### config.mk
export PLATFORM = sky130hd
export DESIGN_NAME = multibank_interp_fir
export DESIGN_NICKNAME = d
export VERILOG_FILES = /design/src/multibank_interp_fir_pkg.sv /design/src/multibank_interp_fir.sv
export VERILOG_INCLUDE_DIRS = /design/src
export SDC_FILE = /design/constraint.sdc
export NUM_CORES = 2
export LEC_CHECK = 0
export BUFFER_PORTS_ARGS = -buffer_cell sky130_fd_sc_hd__buf_2
export CAP_MARGIN = 20
export CORE_ASPECT_RATIO = 0.9
export CORE_MARGIN = 5
export CORE_UTILIZATION = 40
export CTS_CLUSTER_SIZE = 25
export DETAILED_ROUTE_END_ITERATION = 7
export PLACE_DENSITY = 0.51
export RECOVER_POWER = 100
export SYNTH_ARGS = -nofsm -noshare
export SYNTH_HDL_FRONTEND = slang
export SYNTH_SLANG_ARGS = --single-unit
### constraint.sdc
create_clock -name I_CORE_CLK -period 23.6 [get_ports I_CORE_CLK]
set_input_delay 3.54 -clock I_CORE_CLK [delete_from_list [all_inputs] [get_ports I_CORE_CLK]]
set_output_delay 3.54 -clock I_CORE_CLK [all_outputs]
set_load 0.01 [all_outputs]
### src/multibank_interp_fir_cfg.svh
// constants of the multibank interpolating fir filter
`ifndef MULTIBANK_INTERP_FIR_CFG_SVH
`define MULTIBANK_INTERP_FIR_CFG_SVH
`define MIF_NBANKS      2
`define MIF_NTAPS       8
`define MIF_INTERP      2
`define MIF_NCH         4
`define MIF_DW          16
`define MIF_CW          16
`define MIF_ADDR_W      16
`define MIF_FIFO_DEPTH  8
`define MIF_COEF_BASE   16'h0000
`define MIF_COEF_RST    16'h0000
`endif

### src/multibank_interp_fir_pkg.sv
// types of the multibank interpolating fir filter
package multibank_interp_fir_pkg;
	typedef enum logic [0:0] {ST_IDLE, ST_CALC} fsm_t;
endpackage : multibank_interp_fir_pkg

### src/multibank_interp_fir.sv
// multibank interpolating fir filter with its input fifo
`include "multibank_interp_fir_cfg.svh"
`timescale 1ns/100ps
`default_nettype none

// ===========================================================================
// input fifo
module mif_fifo #(
	parameter int W     = 18,
	parameter int DEPTH = `MIF_FIFO_DEPTH
) (
	input  wire logic         i_clk,
	input  wire logic         i_rst_n,
	input  wire logic         i_in_valid,
	input  wire logic [W-1:0] i_in_data,
	output var  logic         o_in_ready,
	output var  logic         o_out_valid,
	output var  logic [W-1:0] o_out_data,
	input  wire logic         i_out_ready
);
	localparam int PW = $clog2(DEPTH);
	localparam int CW = $clog2(DEPTH + 1);
	logic [W-1:0]  mem_r   [DEPTH];
	logic [W-1:0]  mem_nxt [DEPTH];
	logic [PW-1:0] wp_r, wp_nxt, rp_r, rp_nxt;
	logic [CW-1:0] cnt_r, cnt_nxt;
	logic          nfull_r, nfull_nxt, nempty_r, nempty_nxt;
	logic          wr, rd;
	assign o_in_ready  = nfull_r;
	assign o_out_valid = nempty_r;
	assign o_out_data  = mem_r[rp_r];
	always_comb begin
		wr = i_in_valid && nfull_r;
		rd = i_out_ready && nempty_r;
		mem_nxt = mem_r;
		wp_nxt = wp_r;
		rp_nxt = rp_r;
		cnt_nxt = cnt_r;
		if (wr) begin
			mem_nxt[wp_r] = i_in_data;
			wp_nxt = PW'(wp_r + 1'b1);
		end
		if (rd) begin
			rp_nxt = PW'(rp_r + 1'b1);
		end
		if (wr && !rd) begin
			cnt_nxt = CW'(cnt_r + 1'b1);
		end else if (rd && !wr) begin
			cnt_nxt = CW'(cnt_r - 1'b1);
		end
		nfull_nxt = (cnt_nxt != CW'(DEPTH));
		nempty_nxt = (cnt_nxt != '0);
	end
	always_ff @(posedge i_clk or negedge i_rst_n) begin
		if (!i_rst_n) begin
			mem_r <= '{default: '0};
			wp_r <= '0;
			rp_r <= '0;
			cnt_r <= '0;
			nfull_r <= 1'b1;
			nempty_r <= 1'b0;
		end else begin
			mem_r <= mem_nxt;
			wp_r <= wp_nxt;
			rp_r <= rp_nxt;
			cnt_r <= cnt_nxt;
			nfull_r <= nfull_nxt;
			nempty_r <= nempty_nxt;
		end
	end
endmodule : mif_fifo

// ===========================================================================
// filter core
module multibank_interp_fir #(
	parameter int NBANKS = `MIF_NBANKS,
	parameter int NTAPS  = `MIF_NTAPS,
	parameter int INTERP = `MIF_INTERP,
	parameter int NCH    = `MIF_NCH,
	parameter int DW     = `MIF_DW,
	parameter int CW     = `MIF_CW,
	parameter int ADDR_W = `MIF_ADDR_W,
	parameter int BS_W   = (NBANKS > 1) ? $clog2(NBANKS) : 1,
	parameter int CH_W   = (NCH > 1) ? $clog2(NCH) : 1,
	parameter int PH_W   = (INTERP > 1) ? $clog2(INTERP) : 1
) (
	input  wire logic              I_CORE_CLK,
	input  wire logic              I_RST_N,
	input  wire logic              I_IN_VALID,
	input  wire logic [DW-1:0]     I_IN_DATA,
	input  wire logic [CH_W-1:0]   I_IN_CHAN,
	output var  logic              O_IN_READY,
	input  wire logic [BS_W-1:0]   I_BANK_SEL,
	output var  logic              O_VALID,
	output var  logic [DW-1:0]     O_DATA,
	output var  logic [CH_W-1:0]   O_CHAN,
	output var  logic [PH_W-1:0]   O_PHASE,
	output var  logic [BS_W-1:0]   O_BANK,
	input  wire logic              I_OUT_READY,
	input  wire logic              I_COEF_WE,
	input  wire logic [ADDR_W-1:0] I_COEF_ADDR,
	input  wire logic [CW-1:0]     I_COEF_DATA
);
	localparam int TPP   = NTAPS / INTERP;
	localparam int NCOEF = NBANKS * NTAPS;
	localparam int CI_W  = $clog2(NCOEF);
	localparam int ACC_W = DW + CW + $clog2(TPP) + 1;
	// ========================================================================
	// coefficient addressing
	function automatic logic [CI_W-1:0] coef_idx(input logic [BS_W-1:0] b, input int t);
		int v;
		v = int'(b) * NTAPS + t;
		return CI_W'(v);
	endfunction : coef_idx
	multibank_interp_fir_pkg::fsm_t state_r, state_nxt;
	logic signed [CW-1:0] coef_r   [NCOEF];
	logic signed [CW-1:0] coef_nxt [NCOEF];
	logic signed [DW-1:0] dl_r     [NCH][TPP];
	logic signed [DW-1:0] dl_nxt   [NCH][TPP];
	logic [PH_W-1:0]      phase_r, phase_nxt;
	logic [BS_W-1:0]      bank_r, bank_nxt, sel_eff;
	logic [CH_W-1:0]      ch_r, ch_nxt, f_ch;
	logic                 ov_r, ov_nxt;
	logic [DW-1:0]        od_r, od_nxt, f_data;
	logic [CH_W-1:0]      oc_r, oc_nxt;
	logic [PH_W-1:0]      op_r, op_nxt;
	logic                 f_valid, f_ready, pop, out_free, coef_hit;
	logic [ADDR_W-1:0]    coef_off;
	logic signed [ACC_W-1:0] acc;

	// ========================================================================
	// input fifo, stalled while phases are produced
	mif_fifo #(.W(CH_W + DW), .DEPTH(`MIF_FIFO_DEPTH)) u_fifo (
		.i_clk       (I_CORE_CLK),
		.i_rst_n     (I_RST_N),
		.i_in_valid  (I_IN_VALID),
		.i_in_data   ({I_IN_CHAN, I_IN_DATA}),
		.o_in_ready  (O_IN_READY),
		.o_out_valid (f_valid),
		.o_out_data  ({f_ch, f_data}),
		.i_out_ready (f_ready)
	);
	assign f_ready  = (state_r == multibank_interp_fir_pkg::ST_IDLE);
	assign pop      = f_ready && f_valid;
	assign out_free = !ov_r || I_OUT_READY;
	assign O_VALID  = ov_r;
	assign O_DATA   = od_r;
	assign O_CHAN   = oc_r;
	assign O_PHASE  = op_r;
	assign O_BANK   = bank_r;
	// out-of-range selects clamp to the last bank rather than read garbage
	always_comb begin
		sel_eff = '0;
		if (NBANKS > 1) begin
			sel_eff = (int'(I_BANK_SEL) >= NBANKS) ? BS_W'(NBANKS - 1) : I_BANK_SEL;
		end
	end
	// one polyphase branch per cycle, all taps of it in parallel
	always_comb begin
		acc = '0;
		for (int j = 0; j < TPP; j++) begin
			acc = acc + ACC_W'(coef_r[coef_idx(bank_r, int'(phase_r) + INTERP * j)]
				* dl_r[ch_r][j]);
		end
	end
	// the host offset is unchecked against the active bank; keeping it off is its duty
	always_comb begin
		coef_off = ADDR_W'(I_COEF_ADDR - `MIF_COEF_BASE);
		coef_hit = I_COEF_WE && (I_COEF_ADDR >= `MIF_COEF_BASE)
			&& (int'(coef_off) < NCOEF);
	end

	// ========================================================================
	// sequencing
	always_comb begin
		state_nxt = state_r;
		phase_nxt = phase_r;
		bank_nxt = bank_r;
		ch_nxt = ch_r;
		ov_nxt = ov_r;
		od_nxt = od_r;
		oc_nxt = oc_r;
		op_nxt = op_r;
		dl_nxt = dl_r;
		coef_nxt = coef_r;
		if (ov_r && I_OUT_READY) begin
			ov_nxt = 1'b0;
		end
		case (state_r)
			multibank_interp_fir_pkg::ST_IDLE: begin
				if (f_valid) begin
					ch_nxt = f_ch;
					bank_nxt = sel_eff;
					phase_nxt = '0;
					for (int j = TPP - 1; j > 0; j--) begin
						dl_nxt[f_ch][j] = dl_r[f_ch][j-1];
					end
					dl_nxt[f_ch][0] = f_data;
					state_nxt = multibank_interp_fir_pkg::ST_CALC;
				end
			end
			multibank_interp_fir_pkg::ST_CALC: begin
				if (out_free) begin
					ov_nxt = 1'b1;
					od_nxt = acc[CW-1 +: DW];
					oc_nxt = ch_r;
					op_nxt = phase_r;
					if (phase_r == PH_W'(INTERP - 1)) begin
						state_nxt = multibank_interp_fir_pkg::ST_IDLE;
					end else begin
						phase_nxt = PH_W'(phase_r + 1'b1);
					end
				end
			end
			default: begin
				state_nxt = multibank_interp_fir_pkg::ST_IDLE;
			end
		endcase
		if (coef_hit) begin
			coef_nxt[CI_W'(coef_off)] = I_COEF_DATA;
		end
	end
	always_ff @(posedge I_CORE_CLK or negedge I_RST_N) begin
		if (!I_RST_N) begin
			state_r <= multibank_interp_fir_pkg::ST_IDLE;
			coef_r <= '{default: `MIF_COEF_RST};
			dl_r <= '{default: '0};
			phase_r <= '0;
			bank_r <= '0;
			ch_r <= '0;
			ov_r <= 1'b0;
			od_r <= '0;
			oc_r <= '0;
			op_r <= '0;
		end else begin
			state_r <= state_nxt;
			coef_r <= coef_nxt;
			dl_r <= dl_nxt;
			phase_r <= phase_nxt;
			bank_r <= bank_nxt;
			ch_r <= ch_nxt;
			ov_r <= ov_nxt;
			od_r <= od_nxt;
			oc_r <= oc_nxt;
			op_r <= op_nxt;
		end
	end
endmodule : multibank_interp_fir
`default_nettype wire

Word-level counts from Yosys, hierarchy flattened
Index checks and enable logic that the tools add are counted.
{ "word_totals": {"elab_cells": 169, "register_bits": 693, "output_inout_bits": 22} }
{ "op_classes": {"n_lt_le_gt_ge": 14, "addsub": 15, "bitwise": 10, "mux": 52, "n_reduce_logical": 18, "n_eq_ne": 3, "mul": 4} }
{ "ops": {"columns": ["operator", "count"], "rows": [
  ["bitwise mux 256 bit", 5],
  ["demux 64 bit (select 2 bit)", 4],
  ["2-to-1 mux 64 bit", 5],
  ["binary-select mux 16 bit (select 4 bit)", 4],
  ["binary-select mux 64 bit (select 2 bit)", 2],
  ["2-to-1 mux 16 bit", 10],
  ["bitwise mux 144 bit", 1],
  ["multiplier 16 x 16 -> 31 bit", 4],
  ["adder 31 bit", 3],
  ["demux 16 bit (select 4 bit)", 1],
  ["binary-select mux 18 bit (select 3 bit)", 1],
  ["demux 18 bit (select 3 bit)", 1],
  ["2-to-1 mux 18 bit", 3],
  ["2-to-1 mux 48 bit", 1],
  ["2-to-1 mux 32 bit", 1],
  [">= comparator 5 bit (second input constant)", 5],
  ["NOT 4 -> 5 bit", 5],
  [">= comparator 16 x 1 -> 1 bit (second input constant)", 1],
  ["< comparator 16 x 5 -> 1 bit (second input constant)", 1],
  ["logical AND 1 bit", 10],
  ["2-to-1 mux 1 bit", 9],
  ["adder 1 x 3 -> 4 bit (second input constant)", 2],
  ["adder 4 bit", 2],
  [">= comparator 4 bit (second input constant)", 2],
  ["other kinds (23)", 33]
]} }

Longest topological paths before layout
{ "logic_depth": {"word_depth": 13, "mapped_depth": 39} }

Modules after synthesis
A second synthesis with hierarchy kept.
{ "hier_totals": {"hier_cells": 6193, "hier_area_um2": 69125.0} }
{ "modules_own_cells": {"columns": ["module", "cells_per_inst", "instances", "area_each_um2"], "rows": [
  ["multibank_interp_fir", 5753, 1, 61949.4],
  ["mif_fifo", 440, 1, 7175.6]
]} }

Least setup slack after synthesis
Ideal clock, no wire load.
{ "synth_timing": {"path_kind": "reg-to-reg", "start": "register ch_r[1]", "end": "register od_r[14] (netlist: O_DATA[14])", "path_stages_with_launch": 34, "setup_ns": 0.076, "arrival_time_ns": 9.366, "path_slack_ns": 14.158, "path_cell_list": "dfrtp_1 > buf_6 > buf_4 > buf_2 > buf_2 > buf_2 > mux2i_1 > nand2_1 > o21ai_1 > nor2_1 > inv_1 > fa_1 > fa_1 > fa_1 > fa_1 > inv_1 > fa_1 > fa_1 > fa_1 > fa_1 > fa_1 > inv_1 > fa_1 > inv_1 > ha_1 > clkbuf_1 > nand4_1 > nor3_1 > o31ai_2 > a311o_2 > a31oi_4 > a21oi_2 > o21a_1 > o21ai_1"} }
{ "synth_via": {"elab_chain_cells": 8, "word_cells_on_any_way": 11, "cone_classes": "3 x add/sub; 4 x mul; 3 x mux; 1 x bitwise"} }
{ "synth_lines": {"columns": ["item", "line_no", "rtl"], "rows": [
  ["from (decl)", "multibank_interp_fir.sv:122", "logic [CH_W-1:0] ch_r, ch_nxt, f_ch;"],
  ["from (signal assigned)", "multibank_interp_fir.sv:241", "ch_r <= ch_nxt;"],
  ["NOT 2 -> 3 bit (implied by the code) (*)", "multibank_interp_fir.sv:163", "* dl_r[ch_r][j]);"],
  ["binary-select mux 64 bit (select 2 bit) (*)", "multibank_interp_fir.sv:163", null],
  ["2-to-1 mux 64 bit (implied by the code) (*) (2 in series)", "multibank_interp_fir.sv:163", null],
  ["multiplier 16 x 16 -> 31 bit", "multibank_interp_fir.sv:163", null],
  ["adder 31 bit (2 in series)", "multibank_interp_fir.sv:162", "acc = acc + ACC_W'(coef_r[coef_idx(bank_r, int'(phase_r) + INTERP * j)]"],
  ["adder 31 bit (*)", "multibank_interp_fir.sv:162", null],
  ["to (signal assigned)", "multibank_interp_fir.sv:243", "od_r <= od_nxt;"],
  ["to (decl)", "multibank_interp_fir.sv:124", "logic [DW-1:0] od_r, od_nxt, f_data;"]
]} }
Every way passes the cells marked *; elsewhere a longest branch is shown, timed or not. The select of a mux whose other input is x is not followed.
A chain may end at the register's enable or synchronous reset.

Worst setup path in the final report
{ "layout_timing": {"start": "register bank_r (netlist: O_BANK)", "end": "register od_r[15] (netlist: O_DATA[15])"} }
{ "layout_via": {"elab_chain_cells": 9, "word_cells_on_any_way": 27, "cone_classes": "7 x add/sub; 4 x mul; 12 x mux; 4 x bitwise"} }
{ "layout_lines": {"columns": ["item", "line_no", "rtl"], "rows": [
  ["from (decl)", "multibank_interp_fir.sv:121", "logic [BS_W-1:0] bank_r, bank_nxt, sel_eff;"],
  ["from (signal assigned)", "multibank_interp_fir.sv:240", "bank_r <= bank_nxt;"],
  ["adder 4 x 1 -> 4 bit or adder 4 x 3 -> 4 bit (tied branches)", "multibank_interp_fir.sv:112", "v = int'(b) * NTAPS + t;"],
  ["NOT 4 -> 5 bit (implied by the code)", "multibank_interp_fir.sv:162", null],
  ["binary-select mux 16 bit (select 4 bit)", "multibank_interp_fir.sv:162", null],
  ["2-to-1 mux 16 bit (implied by the code) (2 in series)", "multibank_interp_fir.sv:162", null],
  ["multiplier 16 x 16 -> 31 bit", "multibank_interp_fir.sv:163", null],
  ["adder 31 bit (2 in series)", "multibank_interp_fir.sv:162", null],
  ["adder 31 bit (*)", "multibank_interp_fir.sv:162", null]
]} }
Marked as above.

==> flow_summary.yaml <==
status:
  outcome: "finished with violations"
  violations: "max-capacitance violations, max-slew violations"
setup_path:
  max_stage_delay_ns: 2.48
  start_kind: "flop"
  reg2regPathDepth: 30
  cpMaxStageDelayCell: "clkbuf_1"
  critPathRequiredTime_ns: 24.13
  endpoint_kind: "flop"
  critical_path_buf_inv_count: 8
  path_max_fanout: 48
  crit_top_cell: "fa_1"
  worst-setup-path-type: "flop to flop"
  crit_cells: 30
  path_delay_family: "adder cells"
  crit_arrival_ns: 17.05
logic_synthesis:
  async_flop_share: 1.000
  postSynthAreaPerCell_sq_um: 10.92
  synth_area_leaders: "fa_1, dfrtp_1, mux2_2, inv_1, ha_1"
  yosysTopAreaCell: "fa_1"
  ys_ff_latch: 693
  synthesis.nets: 7893
  synthFlopType: "dfrtp_1"
  ys_warn_count: 0
  synth_cell_type_count: 59
  netlist_instances: 6409
  synth_seq_area_share: 0.2477
  yosysTopAreaCellShare: 0.3394
  synth_enable_flop_cells: 0
  synth_area_sq_um: 70010
floorplanning:
  io_pins: 78
  initial_utilization: 0.4028
  die_area_sq_um: 183500
  core_area_sq_um: 173800
  rows: 145
  fp.dieH_um: 406.9
  die_w_um: 451.0
cts:
  holdBufCountCts: 0
  cts_tree: "done"
  cts.sink_count: 693
  cts-root-buf: "clkbuf_16"
  clk_path_buf_depth: 3
  cts_buffers: 80
  clk_latency_ns: 0.73
  cts_resized: 0
  clk_pin_slew_worst_paths_ns: 0.06
  cts_max_level: 3
  post_cts_buffers: 0
timing:
  rsz0062_at_grt: "no"
  timing.fmax_mhz: 60.53
  fin_ws_ns: 7.080
  fin_skew_ns: 0.08574
  setup_viol: 0
  hold_viol_final: 0
  hold_ws_ns: 0.4790
  period_share: 0.7000
  max_slew.worst_pin.slew_ns: 7.365
  slew_headroom: -3.910
  timing.final.max_slew_violations: 1075
  fin_crit_ns: 16.52
  tns_ns: 0
route:
  vias_per_cell: 5.184
  routed_wl_mm: 206.2
  firstDrtPassIters: 5
  drt_iter0_drc: 3274
  drtAntennaViolNets: 0
  post_drt_wl_per_cell_um: 23.52
  drc: 0
  vias: 45460
placed_design:
  gp_congestion: 0.9224
  portBuffers: 77
  hpwlAfterDp_mm: 166.0
  place_ws_ns: 11.69
grt:
  grt_pass1_vias: 49780
  grt_pass1_wl_mm: 319.6
  grt_max_degree: 130
  grt-ovfl-total: 0
  track_usage: 0.2315
  antenna_found_initial: 7
final_layout:
  antenna_cells: 0
  area.growth.synth_to_final_pct: 8.099
  drive_above_1_share: 0.1789
  nNetsFinal: 7911
min_path:
  hp-class: "flop to flop"
  min_path_cells: 2
job:
  maxCapViolCount: 25
==> per-stage QoR <==
| step | util | cell area [sq um] | instances |
|---|---|---|---|
| finish | 0.4354 | 75680 | 8768 |
| global placement | 0.4207 | 73120 | 8616 |
| floorplan | - | 70010 | 6409 |
| detailed placement | 0.4209 | 73160 | 8620 |
| global route | 0.4354 | 75680 | 8768 |
| CTS | 0.4368 | 75910 | 8765 |
==> final timing paths <==
path / startpoint / endpoint / slack (ns)
worst max-delay path: O_BANK / O_DATA[15] / 7.08
worst min-delay path: O_DATA[12] / O_DATA[12] / 0.48
worst max register to register: O_BANK / O_DATA[15] / 7.08
worst min register to register: O_DATA[12] / O_DATA[12] / 0.48
max in group asynchronous: I_RST_N / coef_r[6] / 8.74
min in group asynchronous: I_RST_N / dl_r[94] / 4.63
==> registers in the layout (all words and copies together), names as in the netlist <==
signal,count
state_r,1
u_fifo.cnt_r,4
ch_r,2
O_PHASE,1
u_fifo.rp_r,3
O_CHAN,2
dl_r,256
O_DATA,16
u_fifo.o_in_ready,1
u_fifo.wp_r,3
O_BANK,1
coef_r,256
O_VALID,1
u_fifo.o_out_valid,1
phase_r,1
u_fifo.mem_r,144
==> per-layer routing <==
metal,GRT usage,wire length [um],up-vias
li1,-,-,19760
met1,0.3314,94820,24340
met2,0.3718,94480,1107
met3,0.03371,11330,240
met4,0.06045,5528,6
met5,0,47,-
==> final cells by class <==
type	instances	area, sq um
fillers	16600	98120
multi-input cells	4167	46690
flip-flops and latches	693	17360
inverters	1281	4808
well taps	2278	2850
clock buffers	120	2362
repair buffers	204	1231
clock inverters	25	387.9
==> cells in the final DEF (no fill, tap or decap), drive strengths merged, types with 11 or more instances in the layout <==
master and instances:
o21a 66, a31oi 54, fa 1187, a211oi 52, nor2 528, nand2b 27
xor2 15, a21oi 15, xnor2 70, nand2 646, mux2i 110, o21ai 118
and2 91, nor2b 19, or2 28, dfrtp 692, ha 241, nor3 11
clkbuf 177, inv 1281, mux2 779, buf 147, clkinv 20, mux4 68
==> tightest hold or removal path, delay by kind of cell (launching register included) <==
kind / cells / cell delay [ns]
and+or+nand+nor: 1 / 0.04
DFF: 1 / 0.34
AOI/OAI and AO/OA: 1 / 0.06
==> Yosys cell counts, types with 15 or more instances <==
| cell type | number |
|---|---|
| mux4_2 | 68 |
| ha_1 | 241 |
| o21ai_0 | 39 |
| xnor2_1 | 70 |
| buf_2 | 50 |
| or2_2 | 28 |
| nor2b_1 | 19 |
| o21a_1 | 66 |
| and2_1 | 88 |
| a211oi_1 | 50 |
| fa_1 | 1187 |
| clkbuf_1 | 177 |
| nand2_1 | 646 |
| mux2i_1 | 108 |
| xor2_1 | 15 |
| buf_1 | 23 |
| a31oi_1 | 53 |
| dfrtp_1 | 692 |
| nor2_1 | 525 |
| nand2b_1 | 27 |
| inv_1 | 1280 |
| mux2_2 | 768 |
| buf_6 | 15 |
| o21ai_1 | 78 |
==> cell families after synthesis <==
logic type	share of synthesized area
multiplexers	0.1630
XOR/XNOR	0.01063
adder cells (fa/ha/maj)	0.3825
AND/OR/NAND/NOR	0.08106
flip-flops	0.2477
AO/OA/AOI/OAI	0.02940
buffers and inverters	0.08571
Power is not shown: default switching activity piles up to over one toggle a cycle in this logic, so the estimate is an artifact.
